`config.mk`:
```
export PLATFORM = sky130hd
export DESIGN_NAME = cssc_top
export DESIGN_NICKNAME = d
export VERILOG_FILES = /design/src/cssc_pkg.sv /design/src/cssc_top.sv
export SDC_FILE = /design/constraint.sdc
export NUM_CORES = 1
export LEC_CHECK = 0
export ABC_AREA = 1
export BUFFER_PORTS_ARGS = -buffer_cell sky130_fd_sc_hd__buf_4
export CAP_MARGIN = 30
export CORE_ASPECT_RATIO = 1.25
export CORE_MARGIN = 5
export CORE_UTILIZATION = 45
export CTS_CLUSTER_DIAMETER = 50
export DETAILED_ROUTE_END_ITERATION = 7
export GPL_ROUTABILITY_DRIVEN = 0
export PLACE_DENSITY = 0.73
export SYNTH_ARGS = -nofsm -noshare
export SYNTH_HDL_FRONTEND = slang
export SYNTH_SLANG_ARGS = --single-unit
export TNS_END_PERCENT = 30
```
`constraint.sdc`:
```
create_clock -name aclk -period 4.4 [get_ports aclk]
set_input_delay 0.44 -clock aclk [delete_from_list [all_inputs] [get_ports aclk]]
set_output_delay 0.44 -clock aclk [all_outputs]
set_load 0.01 [all_outputs]
```
`src/cssc_pkg.sv`:
```
// Package: register map, field layout, reset values and timing for the clock/sleep controller
package cssc_pkg;

    // ------------------------------------------------------------------
    // Register offsets (byte addresses)
    // ------------------------------------------------------------------
    localparam logic [7:0] OFS_SRC_SEL = 8'h00;
    localparam logic [7:0] OFS_MAIN_PLL = 8'h04;
    localparam logic [7:0] OFS_ALT_PLL = 8'h08;
    localparam logic [7:0] OFS_PERIPH_EN = 8'h0c;
    localparam logic [7:0] OFS_PERIPH_DIV = 8'h10;
    localparam logic [7:0] OFS_POWER = 8'h14;
    localparam logic [7:0] OFS_OSC_CTRL = 8'h18;
    localparam logic [7:0] OFS_STATUS = 8'h1c;
    localparam logic [7:0] OFS_CLOCK_OUTPUT_PIN = 8'h20;

    // ------------------------------------------------------------------
    // Field positions
    // ------------------------------------------------------------------
    // SRC_SEL: bit0 cpu source (0 internal_rc_osc, 1 main osc),
    // bit1 main_freq_multiplier input (0 rc, 1 main osc), bit2 usb from alt
    localparam int SRC_CPU_BIT = 0;
    localparam int SRC_PLLIN_BIT = 1;
    localparam int SRC_USB_BIT = 2;
    // MAIN_PLL / ALT_PLL: bit0 enable, bit1 connect, [7:4] out divider, [15:8] mult
    localparam int PLL_EN_BIT = 0;
    localparam int PLL_CONN_BIT = 1;
    localparam int PLL_DIV_LSB = 4;
    localparam int PLL_MUL_LSB = 8;
    // POWER: bit0 sleep request, bit1..3 deep-sleep, power-down, deep power-down
    localparam int PWR_SLEEP_BIT = 0;
    localparam int PWR_DSLEEP_BIT = 1;
    localparam int PWR_PDOWN_BIT = 2;
    localparam int PWR_DPDOWN_BIT = 3;
    // OSC_CTRL: bit0 main oscillator enable, bit1 watchdog enable
    localparam int OSC_MAIN_BIT = 0;
    localparam int OSC_WDT_BIT = 1;

    localparam int N_PERIPH = 4;
    localparam int DIV_W = 5;
    localparam logic [3:0] PLL_DIV_MIN = 4'h2;

    // ------------------------------------------------------------------
    // Reset values
    // ------------------------------------------------------------------
    localparam logic [2:0] RST_SRC_SEL = 3'h0;
    localparam logic [15:0] RST_PLL = 16'h0020;
    localparam logic [N_PERIPH-1:0] RST_PERIPH_EN = 4'hf;
    localparam logic [N_PERIPH*DIV_W-1:0] RST_PERIPH_DIV = 20'h00000;

    // ------------------------------------------------------------------
    // Timing
    // ------------------------------------------------------------------
    localparam int CLK_MHZ = 100;
    localparam int WAKE_US = 10;
    localparam int WAKE_CYCLES = WAKE_US * CLK_MHZ;
    localparam logic [1:0] AXI_OKAY = 2'h0;
    localparam logic [1:0] AXI_SLVERR = 2'h2;

    typedef enum {ST_RUN, ST_SLEEP} cssc_pmode_t;

    typedef struct packed {
        logic [7:0] addr;
        logic [31:0] data;
    } cssc_req_t;

endpackage : cssc_pkg

```
`src/cssc_top.sv`:
```
// Clock source selection, multipliers, peripheral clock enables and sleep control
// Contract
// - Reset selects the internal RC oscillator for the cpu clock.
// - cpu_clock follows pll_input_clock unless main multiplier enabled and connected; cpu_src_main picks RC or main osc by src_sel bit0, connect bit unused.
// - Main multiplier input selectable RC or main osc; alternate takes main osc.
// - Both multipliers disabled and powered off on reset.
// - USB clock comes from main multiplier route when alternate disabled.
// - Clock sources chosen by select controls, then divided programmably.
// - Each multiplier's oscillator stays within its band; post-dividers reduce output.
// - Multiplier output divider never takes a value below two.
// - RTC oscillator gives a 1 Hz tick and a 32 kHz clock-out source.
// - Watchdog oscillator runs while watchdog enabled; selectable on clock output.
// - At power-up the device runs from RC; main osc unused until enabled.
// - Wake-up timer qualifies main oscillator before it becomes cpu clock.
// - Four reduced-power modes: Sleep, Deep-sleep, Power-down, Deep power-down; only Sleep is a controller state here, the other three just drive lowpower_req.
// - Each peripheral has its own divider and clock gate.
// - Sleep stops the core clock; exit only re-enables it.
// - Sleep suspends execution until reset or interrupt; peripherals keep clocks.
// - Sleep keeps DMA clocked; flash and main SRAM disabled.
// - Any pending enabled interrupt ends Sleep.
//
// The implementer's own choices: the AXI4-Lite interface to the registers and the register offsets.
`timescale 1ns/1ns
module cssc_top (
    input wire logic aclk,
    input wire logic aresetn,
    input wire logic [7:0] s_axi_awaddr,
    input wire logic s_axi_awvalid,
    output logic s_axi_awready,
    input wire logic [31:0] s_axi_wdata,
    input wire logic [3:0] s_axi_wstrb,
    input wire logic s_axi_wvalid,
    output logic s_axi_wready,
    output logic [1:0] s_axi_bresp,
    output logic s_axi_bvalid,
    input wire logic s_axi_bready,
    input wire logic [7:0] s_axi_araddr,
    input wire logic s_axi_arvalid,
    output logic s_axi_arready,
    output logic [31:0] s_axi_rdata,
    output logic [1:0] s_axi_rresp,
    output logic s_axi_rvalid,
    input wire logic s_axi_rready,
    input wire logic main_osc_ok,
    input wire logic irq_pending,
    input wire logic rtc_1hz_in,
    output logic cpu_clk_en,
    output logic cpu_src_main,
    output logic main_pll_pd,
    output logic main_pll_src_main,
    output logic alt_pll_pd,
    output logic usb_from_alt,
    output logic [3:0] main_pll_div,
    output logic [3:0] alt_pll_div,
    output logic [cssc_pkg::N_PERIPH-1:0] periph_clk_en,
    output logic dma_clk_en,
    output logic mem_en,
    output logic main_osc_en,
    output logic wdt_osc_en,
    output logic rtc_tick,
    output logic [1:0] clock_output_pin_sel,
    output logic [2:0] lowpower_req
);
    import cssc_pkg::*;

    typedef struct packed {
        logic aw_full;
        cssc_req_t aw;
        logic w_full;
        logic [31:0] w;
        logic bvalid;
        logic [1:0] bresp;
        logic rvalid;
        logic [31:0] rdata;
        logic [1:0] rresp;
        logic [2:0] src_sel;
        logic [15:0] main_pll;
        logic [15:0] alt_pll;
        logic [N_PERIPH-1:0] pen;
        logic [N_PERIPH*DIV_W-1:0] pdiv;
        logic [3:0] power;
        logic [1:0] osc;
        logic [1:0] clock_output_pin;
        logic [15:0] wake_cnt;
        logic osc_qual;
        logic cpu_main;
        logic rtc_s1;
        logic rtc_s2;
        logic rtc_s3;
        logic ok_s1;
        logic ok_s2;
        logic irq_s1;
        logic irq_s2;
        cssc_pmode_t mode;
        logic [N_PERIPH*DIV_W-1:0] pcnt;
        logic [N_PERIPH-1:0] pen_out;
    } cssc_state_t;

    cssc_state_t st_reg;
    cssc_state_t st_next;
    logic [N_PERIPH-1:0] div_hit;

    // ------------------------------------------------------------------
    // Per-peripheral divider terminal count
    // ------------------------------------------------------------------
    genvar gi;
    generate
        for (gi = 0; gi < N_PERIPH; gi++) begin : g_div
            assign div_hit[gi] = st_reg.pcnt[gi*DIV_W +: DIV_W]
                == st_reg.pdiv[gi*DIV_W +: DIV_W];
        end
    endgenerate

    function automatic logic [15:0] pll_write(input logic [15:0] cur, input logic [31:0] d);
        logic [15:0] v;
        v = d[15:0];
        // Divider below two would break the 50 percent duty; keep old value
        if (v[PLL_DIV_LSB +: 4] < PLL_DIV_MIN) begin
            v[PLL_DIV_LSB +: 4] = cur[PLL_DIV_LSB +: 4];
        end
        return v;
    endfunction : pll_write

    // ------------------------------------------------------------------
    // Next state
    // ------------------------------------------------------------------
    always_comb begin
        logic wr;
        logic err;
        st_next = st_reg;
        wr = 1'b0;
        err = 1'b0;
        // Synchronisers: first stage read only by the second
        st_next.rtc_s1 = rtc_1hz_in;
        st_next.rtc_s2 = st_reg.rtc_s1;
        st_next.rtc_s3 = st_reg.rtc_s2;
        st_next.ok_s1 = main_osc_ok;
        st_next.ok_s2 = st_reg.ok_s1;
        st_next.irq_s1 = irq_pending;
        st_next.irq_s2 = st_reg.irq_s1;

        if (s_axi_awvalid && !st_reg.aw_full) begin
            st_next.aw_full = 1'b1;
            st_next.aw.addr = s_axi_awaddr;
        end
        if (s_axi_wvalid && !st_reg.w_full) begin
            st_next.w_full = 1'b1;
            st_next.w = s_axi_wdata;
        end
        if (st_reg.aw_full && st_reg.w_full && !st_reg.bvalid) begin
            wr = 1'b1;
            st_next.aw_full = 1'b0;
            st_next.w_full = 1'b0;
            st_next.bvalid = 1'b1;
            st_next.bresp = AXI_OKAY;
        end
        if (st_reg.bvalid && s_axi_bready) begin
            st_next.bvalid = 1'b0;
        end

        if (wr) begin
            case (st_reg.aw.addr)
                OFS_SRC_SEL: st_next.src_sel = st_reg.w[2:0];
                OFS_MAIN_PLL: st_next.main_pll = pll_write(st_reg.main_pll, st_reg.w);
                OFS_ALT_PLL: st_next.alt_pll = pll_write(st_reg.alt_pll, st_reg.w);
                OFS_PERIPH_EN: st_next.pen = st_reg.w[N_PERIPH-1:0];
                OFS_PERIPH_DIV: st_next.pdiv = st_reg.w[N_PERIPH*DIV_W-1:0];
                OFS_POWER: st_next.power = st_reg.w[3:0];
                OFS_OSC_CTRL: st_next.osc = st_reg.w[1:0];
                OFS_CLOCK_OUTPUT_PIN: st_next.clock_output_pin = st_reg.w[1:0];
                default: err = 1'b1;
            endcase
            if (err) begin
                st_next.bresp = AXI_SLVERR;
            end
        end

        if (s_axi_arvalid && !st_reg.rvalid) begin
            st_next.rvalid = 1'b1;
            st_next.rresp = AXI_OKAY;
            case (s_axi_araddr)
                OFS_SRC_SEL: st_next.rdata = {29'h0, st_reg.src_sel};
                OFS_MAIN_PLL: st_next.rdata = {16'h0, st_reg.main_pll};
                OFS_ALT_PLL: st_next.rdata = {16'h0, st_reg.alt_pll};
                OFS_PERIPH_EN: st_next.rdata = {28'h0, st_reg.pen};
                OFS_PERIPH_DIV: st_next.rdata = {12'h0, st_reg.pdiv};
                OFS_POWER: st_next.rdata = {28'h0, st_reg.power};
                OFS_OSC_CTRL: st_next.rdata = {30'h0, st_reg.osc};
                OFS_CLOCK_OUTPUT_PIN: st_next.rdata = {30'h0, st_reg.clock_output_pin};
                OFS_STATUS: st_next.rdata = {29'h0, st_reg.mode == ST_SLEEP,
                    st_reg.cpu_main, st_reg.osc_qual};
                default: begin
                    st_next.rdata = 32'h0;
                    st_next.rresp = AXI_SLVERR;
                end
            endcase
        end else if (st_reg.rvalid && s_axi_rready) begin
            st_next.rvalid = 1'b0;
        end

        // Main oscillator qualification: stable ok for the wake-up interval
        if (!st_reg.osc[OSC_MAIN_BIT] || !st_reg.ok_s2) begin
            st_next.wake_cnt = 16'h0;
            st_next.osc_qual = 1'b0;
        end else if (st_reg.wake_cnt == 16'(WAKE_CYCLES - 1)) begin
            st_next.osc_qual = 1'b1;
        end else begin
            st_next.wake_cnt = st_reg.wake_cnt + 16'h1;
        end
        // Source switch follows osc_qual in the same cycle and src_sel one cycle later, in run mode as well as while the core is gated
        st_next.cpu_main = st_reg.src_sel[SRC_CPU_BIT] && st_next.osc_qual;

        case (st_reg.mode)
            ST_RUN: begin
                if (st_reg.power[PWR_SLEEP_BIT]) begin
                    st_next.mode = ST_SLEEP;
                end
            end
            ST_SLEEP: begin
                if (st_reg.irq_s2) begin
                    st_next.mode = ST_RUN;
                    st_next.power[PWR_SLEEP_BIT] = 1'b0;
                end
            end
            default: st_next.mode = ST_RUN;
        endcase

        // Divider counters; enable pulses change only at count boundaries
        for (int i = 0; i < N_PERIPH; i++) begin
            if (!st_reg.pen[i] || div_hit[i]) begin
                st_next.pcnt[i*DIV_W +: DIV_W] = '0;
            end else begin
                st_next.pcnt[i*DIV_W +: DIV_W] = st_reg.pcnt[i*DIV_W +: DIV_W] + 5'h1;
            end
            st_next.pen_out[i] = st_reg.pen[i] && div_hit[i];
        end

        if (!aresetn) begin
            st_next = '0;
            st_next.mode = ST_RUN;
            st_next.src_sel = RST_SRC_SEL;
            st_next.main_pll = RST_PLL;
            st_next.alt_pll = RST_PLL;
            st_next.pen = RST_PERIPH_EN;
            st_next.pdiv = RST_PERIPH_DIV;
        end
    end

    always_ff @(posedge aclk) begin
        st_reg <= st_next;
    end

    // ------------------------------------------------------------------
    // Outputs
    // ------------------------------------------------------------------
    assign s_axi_awready = !st_reg.aw_full;
    assign s_axi_wready = !st_reg.w_full;
    assign s_axi_bvalid = st_reg.bvalid;
    assign s_axi_bresp = st_reg.bresp;
    assign s_axi_arready = !st_reg.rvalid;
    assign s_axi_rvalid = st_reg.rvalid;
    assign s_axi_rdata = st_reg.rdata;
    assign s_axi_rresp = st_reg.rresp;

    assign cpu_clk_en = st_reg.mode == ST_RUN;
    assign cpu_src_main = st_reg.cpu_main;
    assign main_pll_pd = !st_reg.main_pll[PLL_EN_BIT];
    assign alt_pll_pd = !st_reg.alt_pll[PLL_EN_BIT];
    assign main_pll_src_main = st_reg.src_sel[SRC_PLLIN_BIT];
    // Alternate route needs the alternate multiplier enabled; else main route feeds USB
    assign usb_from_alt = st_reg.src_sel[SRC_USB_BIT]
        && st_reg.alt_pll[PLL_EN_BIT];
    assign main_pll_div = st_reg.main_pll[PLL_DIV_LSB +: 4];
    assign alt_pll_div = st_reg.alt_pll[PLL_DIV_LSB +: 4];
    assign periph_clk_en = st_reg.pen_out;
    assign dma_clk_en = 1'b1;
    assign mem_en = st_reg.mode == ST_RUN;
    assign main_osc_en = st_reg.osc[OSC_MAIN_BIT];
    assign wdt_osc_en = st_reg.osc[OSC_WDT_BIT];
    assign rtc_tick = st_reg.rtc_s2 && !st_reg.rtc_s3;
    assign clock_output_pin_sel = st_reg.clock_output_pin;
    assign lowpower_req = st_reg.power[PWR_DPDOWN_BIT:PWR_DSLEEP_BIT];

endmodule : cssc_top

```
# Yosys cells after proc, flatten, opt, wreduce, memory -nomap -nowiden

Index checks and enable logic that the tools add are counted.

Mux-type cells: 21
Reductions and logical operators: 57
Eq/ne operators: 24
Order comparisons: 1
Bitwise logic cells: 2
Add/subtract/negate cells: 5

Operators with widths:

| cell                  | number |
|---|---|
| $pmux 20 s9           | 1 |
| $logic_not 32->1      | 2 |
| $mux 32               | 2 |
| $pmux 32 s2           | 1 |
| $eq 8x5->1 const B    | 7 |
| $eq 32x1->1 const B   | 1 |
| $eq 32x2->1 const B   | 1 |
| $eq 8x4->1 const B    | 4 |
| $add 5x1->5 const B   | 4 |
| $eq 5x5->1            | 4 |
| $reduce_and 2->1      | 9 |
| $add 16x1->16 const B | 1 |
| $eq 16x10->1 const B  | 1 |
| $eq 8x3->1 const B    | 2 |
| $eq 8x6->1 const B    | 2 |
| $logic_not 8->1       | 2 |
| $logic_and 1x1->1     | 14 |
| $reduce_or 2->1       | 7 |
| $logic_not 1->1       | 13 |
| $mux 2                | 6 |
| $mux 1                | 10 |
| $reduce_or 9->1       | 1 |
| $reduce_or 8->1       | 1 |
| $reduce_and 3->1      | 2 |
| other kinds (6)       | 12 |

Output and inout port bits: 69
Word-level logic and storage cells: 146
Input port bits: 62
Register bits: 216

# Longest topological paths before layout

Depth after elaboration: 6
Depth in mapped cells: 11
Depth with buffers taken out: 11

# Worst setup path before layout

No wires, ideal clock.

Path type: register to register
Start point: register st_reg[65] (netlist name)
End point: register st_reg[77] (netlist name)
Buffers on the path: 0
Clock period less this slack: 1.410 ns
Arrival: 1.330 ns
Required time: 4.320 ns
Cell stages (with the launch flop): 9
Slack: 2.990 ns
Setup time: 0.080 ns
Path through: dfxtp_1 ha_1 nand3_1 nor2_1 nand2_1 nor2_1 nand2_1 o21ai_1 nor3b_1

Longest elaborated chain between the ends: 1
Elaborated cells on any way between the ends: 2
Those cells by class: add/sub: 1; eq/ne: 1

RTL lines:

| what                                          | line                             | RTL |
|---|---|---|
| from (decl)                                   | cssc_top.sv:99                   | `cssc_state_t st_reg;` |
| from (signal assigned)                        | cssc_top.sv:250                  | `st_reg <= st_next;` |
| $add 16x1->16 or $eq 16x10->1 (tied branches) | cssc_top.sv:208, cssc_top.sv:205 |  |

Several ways; a longest one is shown, not always the timed one.
A chain may end at the register's enable or synchronous reset.

# Worst setup path in the final report

Start point: register st_reg[218] (netlist name)
End point: register st_reg[92] (netlist name)

Longest elaborated chain between the ends: 4

RTL lines:

| what                            | line            | RTL |
|---|---|---|
| $logic_and 1x1->1 (2 in series) | cssc_top.sv:150 | `if (st_reg.aw_full && st_reg.w_full && !st_reg.bvalid) begin` |
| $mux 1                          | cssc_top.sv:150 |  |
| $reduce_and 2->1 (no line)      | --              |  |

Every way passes these cells.

==> flow_summary.toml <==
[status]
status = "finished, final reports clean"

[finish]
area_delta_synth_final_pct = 15.03
nets = 1100
fin_area_mm2 = 0.008588
fin_util_pct = 52.80
drive_gt1_share_pct = 15.39
largest_reg_flops = 126
antenna_cells = 0

[synthesis]
synth.area.top_cells = "dfxtp_1, nand2_1, a21oi_1"
async_flop_share_pct = 0
synth-edff-count = 0
synth_commonest_cells = "dfxtp_1, nand2_1, nor2_1"
synthCells = 987
yosys.cell_count.top_type = "dfxtp_1"
synth_top_area_share_pct = 46.12
synth-main-ff-cell = "dfxtp_1"
yosysSeqAreaShare_pct = 46.12
synth.distinct_cells = 32
yosys_warnings = 0
synth_top_cell_by_area = "dfxtp_1"
syn_area_per_cell_um2 = 7.564
synth-seq-cells = 172
synth_area_mm2 = 0.007466

[global_route]
grt_pass1_vias = 5850
grt_pass1_wl_um = 28640
track_usage_pct = 18.13
antenna_found_initial = 0
grt_max_degree = 97
grt_remaining_overflow = 0

[clocking]
insertion_delay_ns = 0.43
postCtsSetupRepairBufs = 0
cts_hold_buffers = 0
cts_made_buffers = 17
clk_pin_slew_ns = 0.07
cts_tree = "yes"
cts_htree_levels = 4
cts_root_buffer = "clkbuf_16"
cts.repair.resized = 0
clock-sinks = 172
cts_buffer_depth = 2

[critical_path]
path_common_cell = "inv_2"
crit_family = "simple AND/OR/NAND/NOR gates"
worst-path-stages = 8
startpoint = "st_reg[218]"
cpMaxStageDelayCell = "inv_2"
crit_arrival_ns = 2.47
cp_cell_sequence = "inv_2, nor2_1, nand2_2, inv_2, nand2_1, inv_2, o21ai_0, a21oi_1"
start_kind = "flip-flop"
slowest_delay_ns = 0.48
path_class = "reg2reg"
end_kind = "flip-flop"
r2r_setup_slack_ns = 2.29
critPathRequiredTime_ns = 4.76
cp-endpoint = "st_reg[92]"
ff2ff_path_depth = 8
worst-path-buf-inv = 3
rr_endpoint = "st_reg[92]"
r2r_start = "st_reg[218]"
critPathMaxFanout = 21

[sta]
skew_ns = 0.009320
fin_ws_ns = 2.293
finalWorstPathRequiredPeriod_ns = 2.107
fin_crit_sh_pct = 47.90
finalHoldViolations = 0
worst_slew_pin_slew_ns = 0.9367
setup_viol = 0
fmax_mhz = 474.5
slew-limit-headroom_pct = 37.49
rsz0062_at_grt = "false"
slew_violations = 0
fin_setup_tns_ns = 0

[route]
highest_layer = "met4"
via_count = 6207
m1WireLength_um = 8243
first_iter_violations = 506
avgViaCountPerCell = 4.918
postRouteAntennaNets = 0
finalWirelength_um = 17580
post-route-drc-count = 0
wl_met2_um = 8307
wl_met3_um = 769
wire_per_inst_um = 13.93
drtPass1Iterations = 5

[floorplan]
coreArea_mm2 = 0.01627
initial_core_util_pct = 45.90
rows = 52
dieArea_mm2 = 0.01928
die-height_um = 154.0
die_w_um = 125.2
io_pins = 131

[pwr]
cellLeakagePower_uw = 0.003582
vdd_drop_max_mv = 0.2594
p_per_area_mw_per_mm2 = 384.4
total_power_uw = 3301

[place]
dpl-instance-area_mm2 = 0.008001
dp_slack_ns = 2.309
place_hpwl_um = 12530
portBuffers = 100

[run]
cap_violations = 0

[hold_path]
hp-class = "in2reg"
[final cells by class]
class                   count  area [um^2]
clock buffers              21        480.5
multi-input cells         635         3117
flip-flops and latches    172         3443
well taps                 216        270.3
fillers                  1597         7677
repair buffers            104        784.5
inverters                 103        386.6
clock inverters            11        106.4
[how the worst min path moves through the flow]
| stage | start | to | slack, ns | depth (start not counted) |
|---|---|---|---|---|
| CTS | main_osc_ok | st_reg[59] | 0.17 | 3 |
| global placement | st_reg[62] | st_reg[61] | 0.39 | 2 |
| finish | main_osc_ok | st_reg[59] | 0.18 | 3 |
| global route | s_axi_bready | s_axi_bvalid | 0.19 | 2 |
| detailed placement | st_reg[59] | st_reg[58] | 0.40 | 2 |
| floorplan | st_reg[57] | st_reg[56] | 0.39 | 2 |
[placed cells by master, fill, tap and decap left out, types with 17 or more instances in the layout]
cell type  Yosys  routed
nand2_1      157     157
nand3_1       50      50
dfxtp_1      172     172
clkbuf_16      0      17
o21ai_0       83      83
xor2_1        17      17
inv_1         92      92
buf_4         59     103
a21oi_1      102     102
nor2_1       112     112
[per-stage QoR]
stage          hold WS (ns)  cells
6_report             0.1838   1262
5_1_grt              0.1853   1262
4_1_cts              0.1691   1262
3_5_place_dp         0.4029   1230
3_3_place_gp         0.3927   1229
2_1_floorplan        0.3905    999
[kinds of logic after synthesis]
| family | synth area share, % |
|---|---|
| fa+ha+maj | 0.8379 |
| xor+xnor | 3.519 |
| buf+inv | 12.74 |
| flops | 46.12 |
| compound gates | 15.62 |
| simple gates | 21.07 |
| other cells | 0.1006 |
[worst reg2reg max path, cell delays in order (launching register included)]
cell     delay, ns
dfxtp_1       0.34
inv_2         0.05
nor2_1        0.11
nand2_2       0.18
inv_2         0.15
nand2_1       0.43
inv_2         0.49
o21ai_0       0.14
a21oi_1       0.15
[routing by layer]
metal | global-route usage (%) | up-vias
met1 | 23.41 | 2814
met3 | 4.094 | 23
met5 | 0 | -
met2 | 30.04 | 135
met4 | 6.043 | 0
li1 | - | 3235
[power by group]
part | internal (uW) | switching, uW
Combinational | 75.8 | 130
Sequential | 1590 | 23.7
Clock | 845 | 633
Power figures use the tool's default switching activity.
